<file path="src/shared/wport_pkg.sv">
// Shared constants and types for the burst write port
package wport_pkg;
    // Lane geometry
    localparam int NIBBLE_WIDTH = 4;
    localparam int NIBBLE_LANES = 2;
    localparam int BYTE_WIDTH = 9;
    localparam int BYTE_LANES_MAX = 4;
    localparam int DATA_WIDTH_X8 = 8;
    localparam int DATA_WIDTH_X36 = 36;
    // Default configuration: 36-bit words, 19 address bits
    localparam int DATA_WIDTH_DEF = 36;
    localparam int ADDR_WIDTH_DEF = 19;
    localparam int FIFO_DEPTH_DEF = 16;
    // Words in one write burst
    localparam int BURST_WORDS = 2;
    // Reset values
    localparam logic SELECT_IDLE = 1'b1;

    typedef enum {
        PHASE_IDLE,
        PHASE_SECOND
    } phase_type;

    // Number of mask lanes for a data width
    function automatic int lane_count(input int width);
        if (width == DATA_WIDTH_X8) begin
            return NIBBLE_LANES;
        end
        return (width + BYTE_WIDTH - 1) / BYTE_WIDTH;
    endfunction : lane_count

    // Width of one mask lane for a data width
    function automatic int lane_width(input int width);
        if (width == DATA_WIDTH_X8) begin
            return NIBBLE_WIDTH;
        end
        return BYTE_WIDTH;
    endfunction : lane_width
endpackage : wport_pkg

</file>
<file path="src/shared/wport_if.sv">
// Pin-level write port between controller and memory
`timescale 1ns/1ps
interface wport_if
    import wport_pkg::*;
#(
    parameter int DATA_WIDTH = DATA_WIDTH_DEF,
    parameter int ADDR_WIDTH = ADDR_WIDTH_DEF
) (
    input wire logic clk
);
    localparam int LANES = lane_count(DATA_WIDTH);
    logic write_port_select_n;
    logic [ADDR_WIDTH-1:0] address;
    logic [DATA_WIDTH-1:0] write_data;
    logic [LANES-1:0] lane_write_select_n;

    modport controller (
        input clk,
        output write_port_select_n,
        output address,
        output write_data,
        output lane_write_select_n
    );

    modport memory (
        input clk,
        input write_port_select_n,
        input address,
        input write_data,
        input lane_write_select_n
    );
endinterface : wport_if

</file>
<file path="src/rtl/wport_fifo.sv">
// Synchronous valid/ready FIFO with parameterised width and depth
`timescale 1ns/1ps
module wport_fifo #(
    parameter int WIDTH = 8,
    parameter int DEPTH = 16
) (
    input wire logic clk,
    input wire logic rst,
    input wire logic in_valid,
    output logic in_ready,
    input wire logic [WIDTH-1:0] in_data,
    output logic out_valid,
    input wire logic out_ready,
    output logic [WIDTH-1:0] out_data
);
    localparam int PW = $clog2(DEPTH);
    logic [WIDTH-1:0] store [DEPTH];
    logic [PW-1:0] wr_ptr;
    logic [PW-1:0] rd_ptr;
    logic [PW:0] count;
    logic push;
    logic pop;

    // Count is one bit wider than the pointers so that full is distinct from empty
    assign in_ready = (count != (PW+1)'(DEPTH));
    assign out_valid = (count != '0);
    assign push = in_valid && in_ready;
    assign pop = out_valid && out_ready;
    assign out_data = store[rd_ptr];

    always_ff @(posedge clk) begin
        if (push) begin
            store[wr_ptr] <= in_data;
        end
    end

    always_ff @(posedge clk) begin
        if (rst) begin
            wr_ptr <= '0;
            rd_ptr <= '0;
            count <= '0;
        end else begin
            if (push) begin
                wr_ptr <= (wr_ptr == PW'(DEPTH - 1)) ? '0 : wr_ptr + 1'b1;
            end
            if (pop) begin
                rd_ptr <= (rd_ptr == PW'(DEPTH - 1)) ? '0 : rd_ptr + 1'b1;
            end
            count <= count + (PW+1)'(push) - (PW+1)'(pop);
        end
    end
endmodule : wport_fifo

</file>
<file path="src/rtl/wport_controller.sv">
// Controller end: turns queued burst requests into pin activity
`timescale 1ns/1ps
module wport_controller
    import wport_pkg::*;
#(
    parameter int DATA_WIDTH = DATA_WIDTH_DEF,
    parameter int ADDR_WIDTH = ADDR_WIDTH_DEF,
    parameter int FIFO_DEPTH = FIFO_DEPTH_DEF
) (
    input wire logic CLK,
    input wire logic RST,
    wport_if.controller PINS,
    input wire logic REQ_VALID,
    output logic REQ_READY,
    input wire logic [ADDR_WIDTH-1:0] REQ_ADDRESS,
    input wire logic [DATA_WIDTH-1:0] REQ_DATA_FIRST,
    input wire logic [DATA_WIDTH-1:0] REQ_DATA_SECOND,
    input wire logic [lane_count(DATA_WIDTH)-1:0] REQ_ENABLE_FIRST,
    input wire logic [lane_count(DATA_WIDTH)-1:0] REQ_ENABLE_SECOND,
    output logic BUSY
);
    localparam int LANES = lane_count(DATA_WIDTH);
    localparam int ENTRY = ADDR_WIDTH + 2 * DATA_WIDTH + 2 * LANES;

    logic [ENTRY-1:0] head;
    logic head_valid;
    logic head_ready;
    phase_type phase;
    logic [DATA_WIDTH-1:0] second_data;
    logic [LANES-1:0] second_enable;

    wport_fifo #(.WIDTH(ENTRY), .DEPTH(FIFO_DEPTH)) queue (
        .clk(CLK),
        .rst(RST),
        .in_valid(REQ_VALID),
        .in_ready(REQ_READY),
        .in_data({REQ_ADDRESS, REQ_DATA_FIRST, REQ_DATA_SECOND,
                  REQ_ENABLE_FIRST, REQ_ENABLE_SECOND}),
        .out_valid(head_valid),
        .out_ready(head_ready),
        .out_data(head)
    );

    // A new burst may start only on the first half of a beat pair
    assign head_ready = (phase == PHASE_IDLE);
    assign BUSY = head_valid || (phase == PHASE_SECOND);

    always_ff @(posedge CLK) begin
        if (RST) begin
            phase <= PHASE_IDLE;
        end else begin
            unique case (phase)
                PHASE_IDLE: begin
                    if (head_valid) begin
                        phase <= PHASE_SECOND;
                    end
                end
                PHASE_SECOND: begin
                    phase <= PHASE_IDLE;
                end
            endcase
        end
    end

    // Pins: select, address and first word with its mask in one cycle,
    // then second word with its mask in the next
    always_ff @(posedge CLK) begin
        if (RST) begin
            PINS.write_port_select_n <= SELECT_IDLE;
            PINS.address <= '0;
            PINS.write_data <= '0;
            PINS.lane_write_select_n <= '1;
            second_data <= '0;
            second_enable <= '0;
        end else if (phase == PHASE_IDLE && head_valid) begin
            PINS.write_port_select_n <= 1'b0;
            PINS.address <= head[ENTRY-1 -: ADDR_WIDTH];
            PINS.write_data <= head[2*LANES+2*DATA_WIDTH-1 -: DATA_WIDTH];
            PINS.lane_write_select_n <= ~head[2*LANES-1 -: LANES];
            second_data <= head[2*LANES+DATA_WIDTH-1 -: DATA_WIDTH];
            second_enable <= head[LANES-1:0];
        end else if (phase == PHASE_SECOND) begin
            PINS.write_port_select_n <= SELECT_IDLE;
            PINS.write_data <= second_data;
            PINS.lane_write_select_n <= ~second_enable;
        end else begin
            PINS.write_port_select_n <= SELECT_IDLE;
            PINS.lane_write_select_n <= '1;
        end
    end
endmodule : wport_controller

</file>
<file path="src/flat_wrapper.sv">
// flat-port wrapper written by rule: the top's interface ports become plain ports
module wport_controller_flat import wport_pkg::*;
#(
    parameter int DATA_WIDTH = DATA_WIDTH_DEF,
    parameter int ADDR_WIDTH = ADDR_WIDTH_DEF,
    parameter int FIFO_DEPTH = FIFO_DEPTH_DEF
)
  (CLK, RST, REQ_VALID, REQ_READY, REQ_ADDRESS, REQ_DATA_FIRST, REQ_DATA_SECOND, REQ_ENABLE_FIRST, REQ_ENABLE_SECOND, BUSY, clk, PINS_write_port_select_n, PINS_address, PINS_write_data, PINS_lane_write_select_n);
  wport_if #(.DATA_WIDTH(DATA_WIDTH), .ADDR_WIDTH(ADDR_WIDTH)) PINS_i (.clk(clk));
  input wire logic CLK;
  input wire logic RST;
  input wire logic REQ_VALID;
  output logic REQ_READY;
  input wire logic [ADDR_WIDTH-1:0] REQ_ADDRESS;
  input wire logic [DATA_WIDTH-1:0] REQ_DATA_FIRST;
  input wire logic [DATA_WIDTH-1:0] REQ_DATA_SECOND;
  input wire logic [lane_count(DATA_WIDTH)-1:0] REQ_ENABLE_FIRST;
  input wire logic [lane_count(DATA_WIDTH)-1:0] REQ_ENABLE_SECOND;
  output logic BUSY;
  input wire logic clk;
  output wire logic [$bits(PINS_i.write_port_select_n)-1:0] PINS_write_port_select_n;
  output wire logic [$bits(PINS_i.address)-1:0] PINS_address;
  output wire logic [$bits(PINS_i.write_data)-1:0] PINS_write_data;
  output wire logic [$bits(PINS_i.lane_write_select_n)-1:0] PINS_lane_write_select_n;
  assign PINS_write_port_select_n = PINS_i.write_port_select_n;
  assign PINS_address = PINS_i.address;
  assign PINS_write_data = PINS_i.write_data;
  assign PINS_lane_write_select_n = PINS_i.lane_write_select_n;
  wport_controller #(.DATA_WIDTH(DATA_WIDTH), .ADDR_WIDTH(ADDR_WIDTH), .FIFO_DEPTH(FIFO_DEPTH)) u_core (.CLK(CLK), .RST(RST), .PINS(PINS_i), .REQ_VALID(REQ_VALID), .REQ_READY(REQ_READY), .REQ_ADDRESS(REQ_ADDRESS), .REQ_DATA_FIRST(REQ_DATA_FIRST), .REQ_DATA_SECOND(REQ_DATA_SECOND), .REQ_ENABLE_FIRST(REQ_ENABLE_FIRST), .REQ_ENABLE_SECOND(REQ_ENABLE_SECOND), .BUSY(BUSY));
endmodule
</file>
<file path="config.mk">
export PLATFORM = sky130hd
export DESIGN_NAME = wport_controller_flat
export DESIGN_NICKNAME = d
export VERILOG_FILES = /design/src/shared/wport_pkg.sv /design/src/shared/wport_if.sv /design/src/rtl/wport_fifo.sv /design/src/rtl/wport_controller.sv /design/src/flat_wrapper.sv
export SDC_FILE = /design/constraint.sdc
export NUM_CORES = 1
export LEC_CHECK = 0
export ABC_CLOCK_PERIOD_IN_PS = 13600
export BUFFER_PORTS_ARGS = -buffer_cell sky130_fd_sc_hd__buf_2
export CAP_MARGIN = 25
export CORE_MARGIN = 3
export CORE_UTILIZATION = 52
export CTS_CLUSTER_DIAMETER = 30
export DETAILED_ROUTE_END_ITERATION = 8
export PLACE_DENSITY = 0.68
export REMOVE_ABC_BUFFERS = 1
export SLEW_MARGIN = 20
export SYNTH_ARGS = -nofsm -noshare
export SYNTH_HDL_FRONTEND = slang
export SYNTH_SLANG_ARGS = --single-unit
</file>
<file path="constraint.sdc">
create_clock -name CLK -period 13.6 [get_ports CLK]
set_clock_uncertainty 0.2 [all_clocks]
set_input_delay 2.72 -clock CLK [delete_from_list [all_inputs] [get_ports CLK]]
set_output_delay 2.72 -clock CLK [all_outputs]
set_load 0.005 [all_outputs]
</file>
* Word-level counts from Yosys, hierarchy flattened
Memory sizes are Yosys's and may differ from the RTL's. A register that Yosys moved wholly into a read port is not among the register bits.
Index checks and enable logic that the tools add are counted.
** Cells by class
- Add/subtract/negate cells :: 4
- Equal/unequal tests :: 6
- Muxes and demuxes :: 13
- Bitwise logic cells :: 2
- Reductions and logical operators :: 7
** Operator list (number)
- $mux 36 :: 2
- $logic_not 32->1 :: 2
- $pmux 32 s2 :: 1
- $eq 32x1->1 const B :: 1
- $eq 32x2->1 const B :: 1
- $mux 32 :: 1
- $mux 4 :: 6
- $add 4x1->4 const B :: 2
- $eq 4x4->1 const B :: 2
- $not 4->4 :: 2
- $add 5x1->5 :: 1
- $ne 5x5->1 const B :: 1
- $reduce_bool 5->1 :: 1
- $sub 5x1->5 :: 1
- $mux 1 :: 3
- $logic_and 1x1->1 :: 2
- $ne 2x1->1 const B :: 1
- $reduce_bool 2->1 :: 1
- $logic_or 1x1->1 :: 1
** Word-level totals
- Register bits :: 145
- RAM bits :: 1584
- Input bits :: 103
- Output and inout port bits :: 62
- Word-level logic and storage cells :: 43
- Memories :: 1
** Memory list
- u_core.queue.store :: words 16, width 99, rd ports 1, clocked after memory_dff 1, wr ports 1, line wport_fifo.sv:17 : logic [WIDTH-1:0] store [DEPTH];

* Logic depth before layout (Yosys ltp)
- Word-level depth :: 4
- Depth in mapped cells :: 16
- Gate-level depth less buffers :: 13

* Modules after synthesis
From an unflattened synthesis, not the netlist that was laid out.
** Unflattened totals
- Cell total of the unflattened synthesis :: 2956
- Area total of the unflattened synthesis :: 63918.8 sq um
** Modules (own cells, without submodules)
- wport_fifo :: times used 1, cells an instance 2519, area each 60053.8 sq um, seq. area each 47905.9 sq um
- wport_controller :: times used 1, cells an instance 437, area each 3865.0 sq um, seq. area each 2021.9 sq um

* Worst setup path after synthesis
No wires, ideal clock.
- Kind :: input-to-reg
- Start point :: input REQ_VALID
- End point :: memory u_core.queue.store[0][0] (netlist name) (enable)
- Setup time :: 0.678 ns
- Arrival :: 9.822 ns
- Required time :: 12.722 ns
- Path slack :: 2.900 ns
- Stages on the path :: 4
- Buffers on the path :: 1
- Cells stage by stage :: and2_1 clkbuf_1 nand2_1 nor3_1
** On the way
- Word-level cells in the longest chain between the ends :: 3
** RTL lines
- start: declaration :: line flat_wrapper.sv:12 : input wire logic REQ_VALID;
- $logic_and 1x1->1 :: line wport_fifo.sv:27 : assign push = in_valid && in_ready;
- $mux 1 :: line wport_fifo.sv:32 : if (push) begin
- $mux 1 (not written as such) :: line wport_fifo.sv:33 : store[wr_ptr] <= in_data;
- end: declaration :: line wport_fifo.sv:17
Every way passes these cells.

* Worst setup path in the final report
- Start point :: register u_core.queue.count[3]
- End point :: output BUSY
** On the way
- Word-level cells in the longest chain between the ends :: 2
** RTL lines
- start: declaration :: line wport_fifo.sv:20 : logic [PW:0] count;
- start signal: assignment :: line wport_fifo.sv:49 : count <= count + (PW+1)'(push) - (PW+1)'(pop);
- $reduce_bool 5->1 :: line wport_fifo.sv:26 : assign out_valid = (count != '0);
- $logic_or 1x1->1 :: line wport_controller.sv:46 : assign BUSY = head_valid || (phase == PHASE_SECOND);
- end: declaration :: line flat_wrapper.sv:19 : output logic BUSY;
Every way passes these cells.

==> results.py <==
metrics = {
    "route": {
        "wl_per_cell_um": 29.66,
        "num_vias": 32330,
        "drt_iter0_drc": 3615,
        "ant_nets": 0,
        "drc_errors": 0,
        "avgViaCountPerCell": 6.151,
        "drtPass1Iterations": 5,
        "routed_wl_um": 155900,
    },
    "pwr": {
        "p_per_area_nw_per_um2": 209.2,
        "p_int_uw": 12180,
        "p_clk_share_pct": 48.1,
        "leakagePower_uw": 0.02517,
        "finalPower_uw": 16240,
        "switching_share_pct": 25.02,
        "ir_drop_mv": 0.1707,
        "seq_power_share_pct": 38.2,
        "p_switching_uw": 4064,
        "combinationalPowerShare_pct": 13.8,
    },
    "synth": {
        "ys.flop_type": "edfxtp_1",
        "synth_top_family_by_area": "multiplexers",
        "syn_area_um2": 64200,
        "synth_seq_cells": 1702,
        "synth_edf_count": 1584,
        "ys_types": 49,
        "synth_area_per_cell_um2": 21.49,
        "async_reset_ff_share_pct": 0,
        "synth.area.mux_share_pct": 14.44,
        "synth_cells": 2987,
        "synthAdderAreaFrac_pct": 0.2456,
        "seq_area_frac_synth_pct": 77.77,
        "synth-compound-area-share_pct": 4.009,
        "synth_xor_area_share_pct": 0.06821,
        "yosys_warnings": 0,
        "yosys.area_share.simple_pct": 1.844,
    },
    "floorplan": {
        "die_w_um": 357.4,
        "start_util_pct": 52.54,
        "num_rows": 128,
        "die-area_um2": 127700,
        "ios": 165,
        "core-area_um2": 122200,
        "die_h_um": 357.4,
    },
    "timing": {
        "period_minus_slack_ns": 6.024,
        "setup_tns_ns": 0,
        "relSlewSlack_pct": 27.30,
        "fin_crit_sh_pct": 44.29,
        "holdWs_ns": 0.2525,
        "finalWorstSetupSlack_ns": 7.576,
        "max_freq_ghz": 0.1660,
        "worstMarginPinSlew_ns": 1.089,
        "setup_violations": 0,
        "hold_violations": 0,
        "drv_slew": 0,
        "rsz0062_at_grt": "no",
    },
    "global_routing": {
        "grt_util_all_layers_pct": 24.75,
        "grt_pass1_wl_um": 228600,
        "antenna_found_initial": 28,
        "grt_max_degree": 169,
        "grt.overflow.total": 0,
        "grt_pass1_vias": 34220,
    },
    "layout": {
        "layout_common_cells": "edfxtp_1 (1584), mux4_2 (371), clkbuf_16 (332), buf_2 (162), dfxtp_1 (114)",
        "drive_gt1_share_pct": 31.72,
        "design_area_um2": 77660,
        "regArea_um2": 49940,
        "final_net_count": 3485,
        "multiInputGateArea_um2": 13370,
        "fillers": 7954,
        "synthToLayoutAreaGrowth_pct": 20.96,
        "final_common_cell": "edfxtp_1",
    },
    "clock_network": {
        "cts_tree": "yes",
        "cts_resized": 0,
        "post_cts_buffers": 0,
        "clock_latency_ns": 0.90,
        "cts_buffers": 328,
        "path_clk_slew_ns": 0.04,
        "htree_levels": 5,
        "cts_buffer_depth": 4,
        "root_buffer": "clkbuf_16",
        "postCtsHoldBufs": 0,
        "cts.sinks": 1702,
    },
    "run": {
        "max_cap_violations": 0,
    },
    "placement": {
        "post-dp-hpwl_um": 74410,
        "placedInstanceArea_um2": 66810,
        "io_buffers": 163,
        "post-place-ws_ns": 7.165,
        "gp_congestion": 0.7547,
    },
    "critical_path": {
        "critPathArrivalTime_ns": 3.10,
        "cp-end-kind": "primary output",
        "path_buf_inv": 3,
        "worst-setup-path-type": "reg -> out",
        "critPathLaunchType": "flip-flop",
        "cp_max_fo": 13,
        "path_delay_family": "simple AND/OR/NAND/NOR gates",
        "crit_chain": "inv_1 -> ha_1 -> nor4b_2 -> nand2_2 -> buf_4 -> buf_2",
        "slowest_stage": "nor4b_2",
        "crit_required_ns": 10.68,
        "critPathMaxStageDelay_ns": 0.72,
    },
    "status": {
        "outcome": "finished, final reports clean",
    },
    "min_path": {
        "hp-class": "reg -> reg",
    },
}
-- power by group through the flow --
stage	Combinational, µW	Clock, µW	Sequential, µW
after CTS	2260	7900	6200
after global routing	2410	8170	6220
final	2240	7810	6200
after detailed placement	2230	0	6290
after global placement	2200	0	6270
after floorplan	1500	0	6410
-- final timing paths --
kind                                            start               endpoint  slack [ns]  cells past startpoint
worst max-delay path            u_core.queue.count[3]                   BUSY        7.58                      6
worst min-delay path            u_core.second_data[6]  u_core.second_data[6]        0.25                      2
worst max register to register  u_core.queue.count[3]  u_core.queue.count[4]        9.00                     13
worst min register to register  u_core.second_data[6]  u_core.second_data[6]        0.25                      2
-- cell usage after synthesis, types with 14 or more instances --
cell type  count  area share, %
a2111oi_0     22           0.30
a211oi_1      37           0.43
a21oi_1       65           0.51
a22o_1       104            1.4
a22oi_1       28           0.33
buf_2         52           0.41
buf_4         21           0.25
buf_6         14           0.25
clkbuf_1      77           0.45
dfxtp_1      118            3.7
edfxtp_1    1584             74
inv_1         14          0.082
mux2i_1       80            1.2
mux4_2       371             13
nand2_1       68           0.40
nor2_1        62           0.36
nor2b_1       50           0.49
nor4_1        22           0.21
o21ai_0       85           0.66
-- cell families after synthesis --
kind of cell,after synthesis
buffers and inverters,192
multiplexers,461
adder cells (fa/ha/maj),12
AND/OR/NAND/NOR,240
AO/OA/AOI/OAI,375
XOR/XNOR,5
flip-flops,1702
-- layout make-up --
type | instances | share of cell area (%)
clock inverters | 189 | 2.776
multi-input cells | 1093 | 17.22
diodes | 12 | 0.03867
flip-flops and latches | 1702 | 64.31
well taps | 1625 | 2.618
inverters | 14 | 0.06767
clock buffers | 390 | 11.11
repair buffers | 231 | 1.864
-- metal layers --
layer / up-vias / part of all wire (%) / track usage [%]
li1: 13400 / - / -
met5: - / 0.062 / 0
met2: 1470 / 50 / 40.01
met4: 14 / 2.5 / 7.937
met1: 17170 / 39 / 33.55
met3: 276 / 8.4 / 6.042
-- worst reg2reg max path, delay by kind of cell (launching register included) --
kind,cells,cell delay [ns]
flops,1,0.32
buf+inv,3,0.68
simple gates,4,1.74
fa+ha+maj,4,1.31
compound gates,2,0.31
-- flip-flops by register name, summed over array words and instances (netlist names), named ones only --
signal,count
u_core.queue.store,1584
u_core.PINS.write_data,36
u_core.second_data,36
u_core.PINS.address,19
u_core.queue.count,5
u_core.PINS.lane_write_select_n,4
u_core.queue.rd_ptr,4
u_core.queue.wr_ptr,4
u_core.second_enable,4
u_core.PINS.write_port_select_n,1
u_core.phase,1
-- per-stage QoR --
stage,utilization (%),std cells
after floorplan,-,2809
after global placement,54.64,4661
after detailed placement,54.67,4663
after CTS,63.50,5242
after global routing,63.53,5246
final,63.55,5256
(Power assumes the default switching activity.)
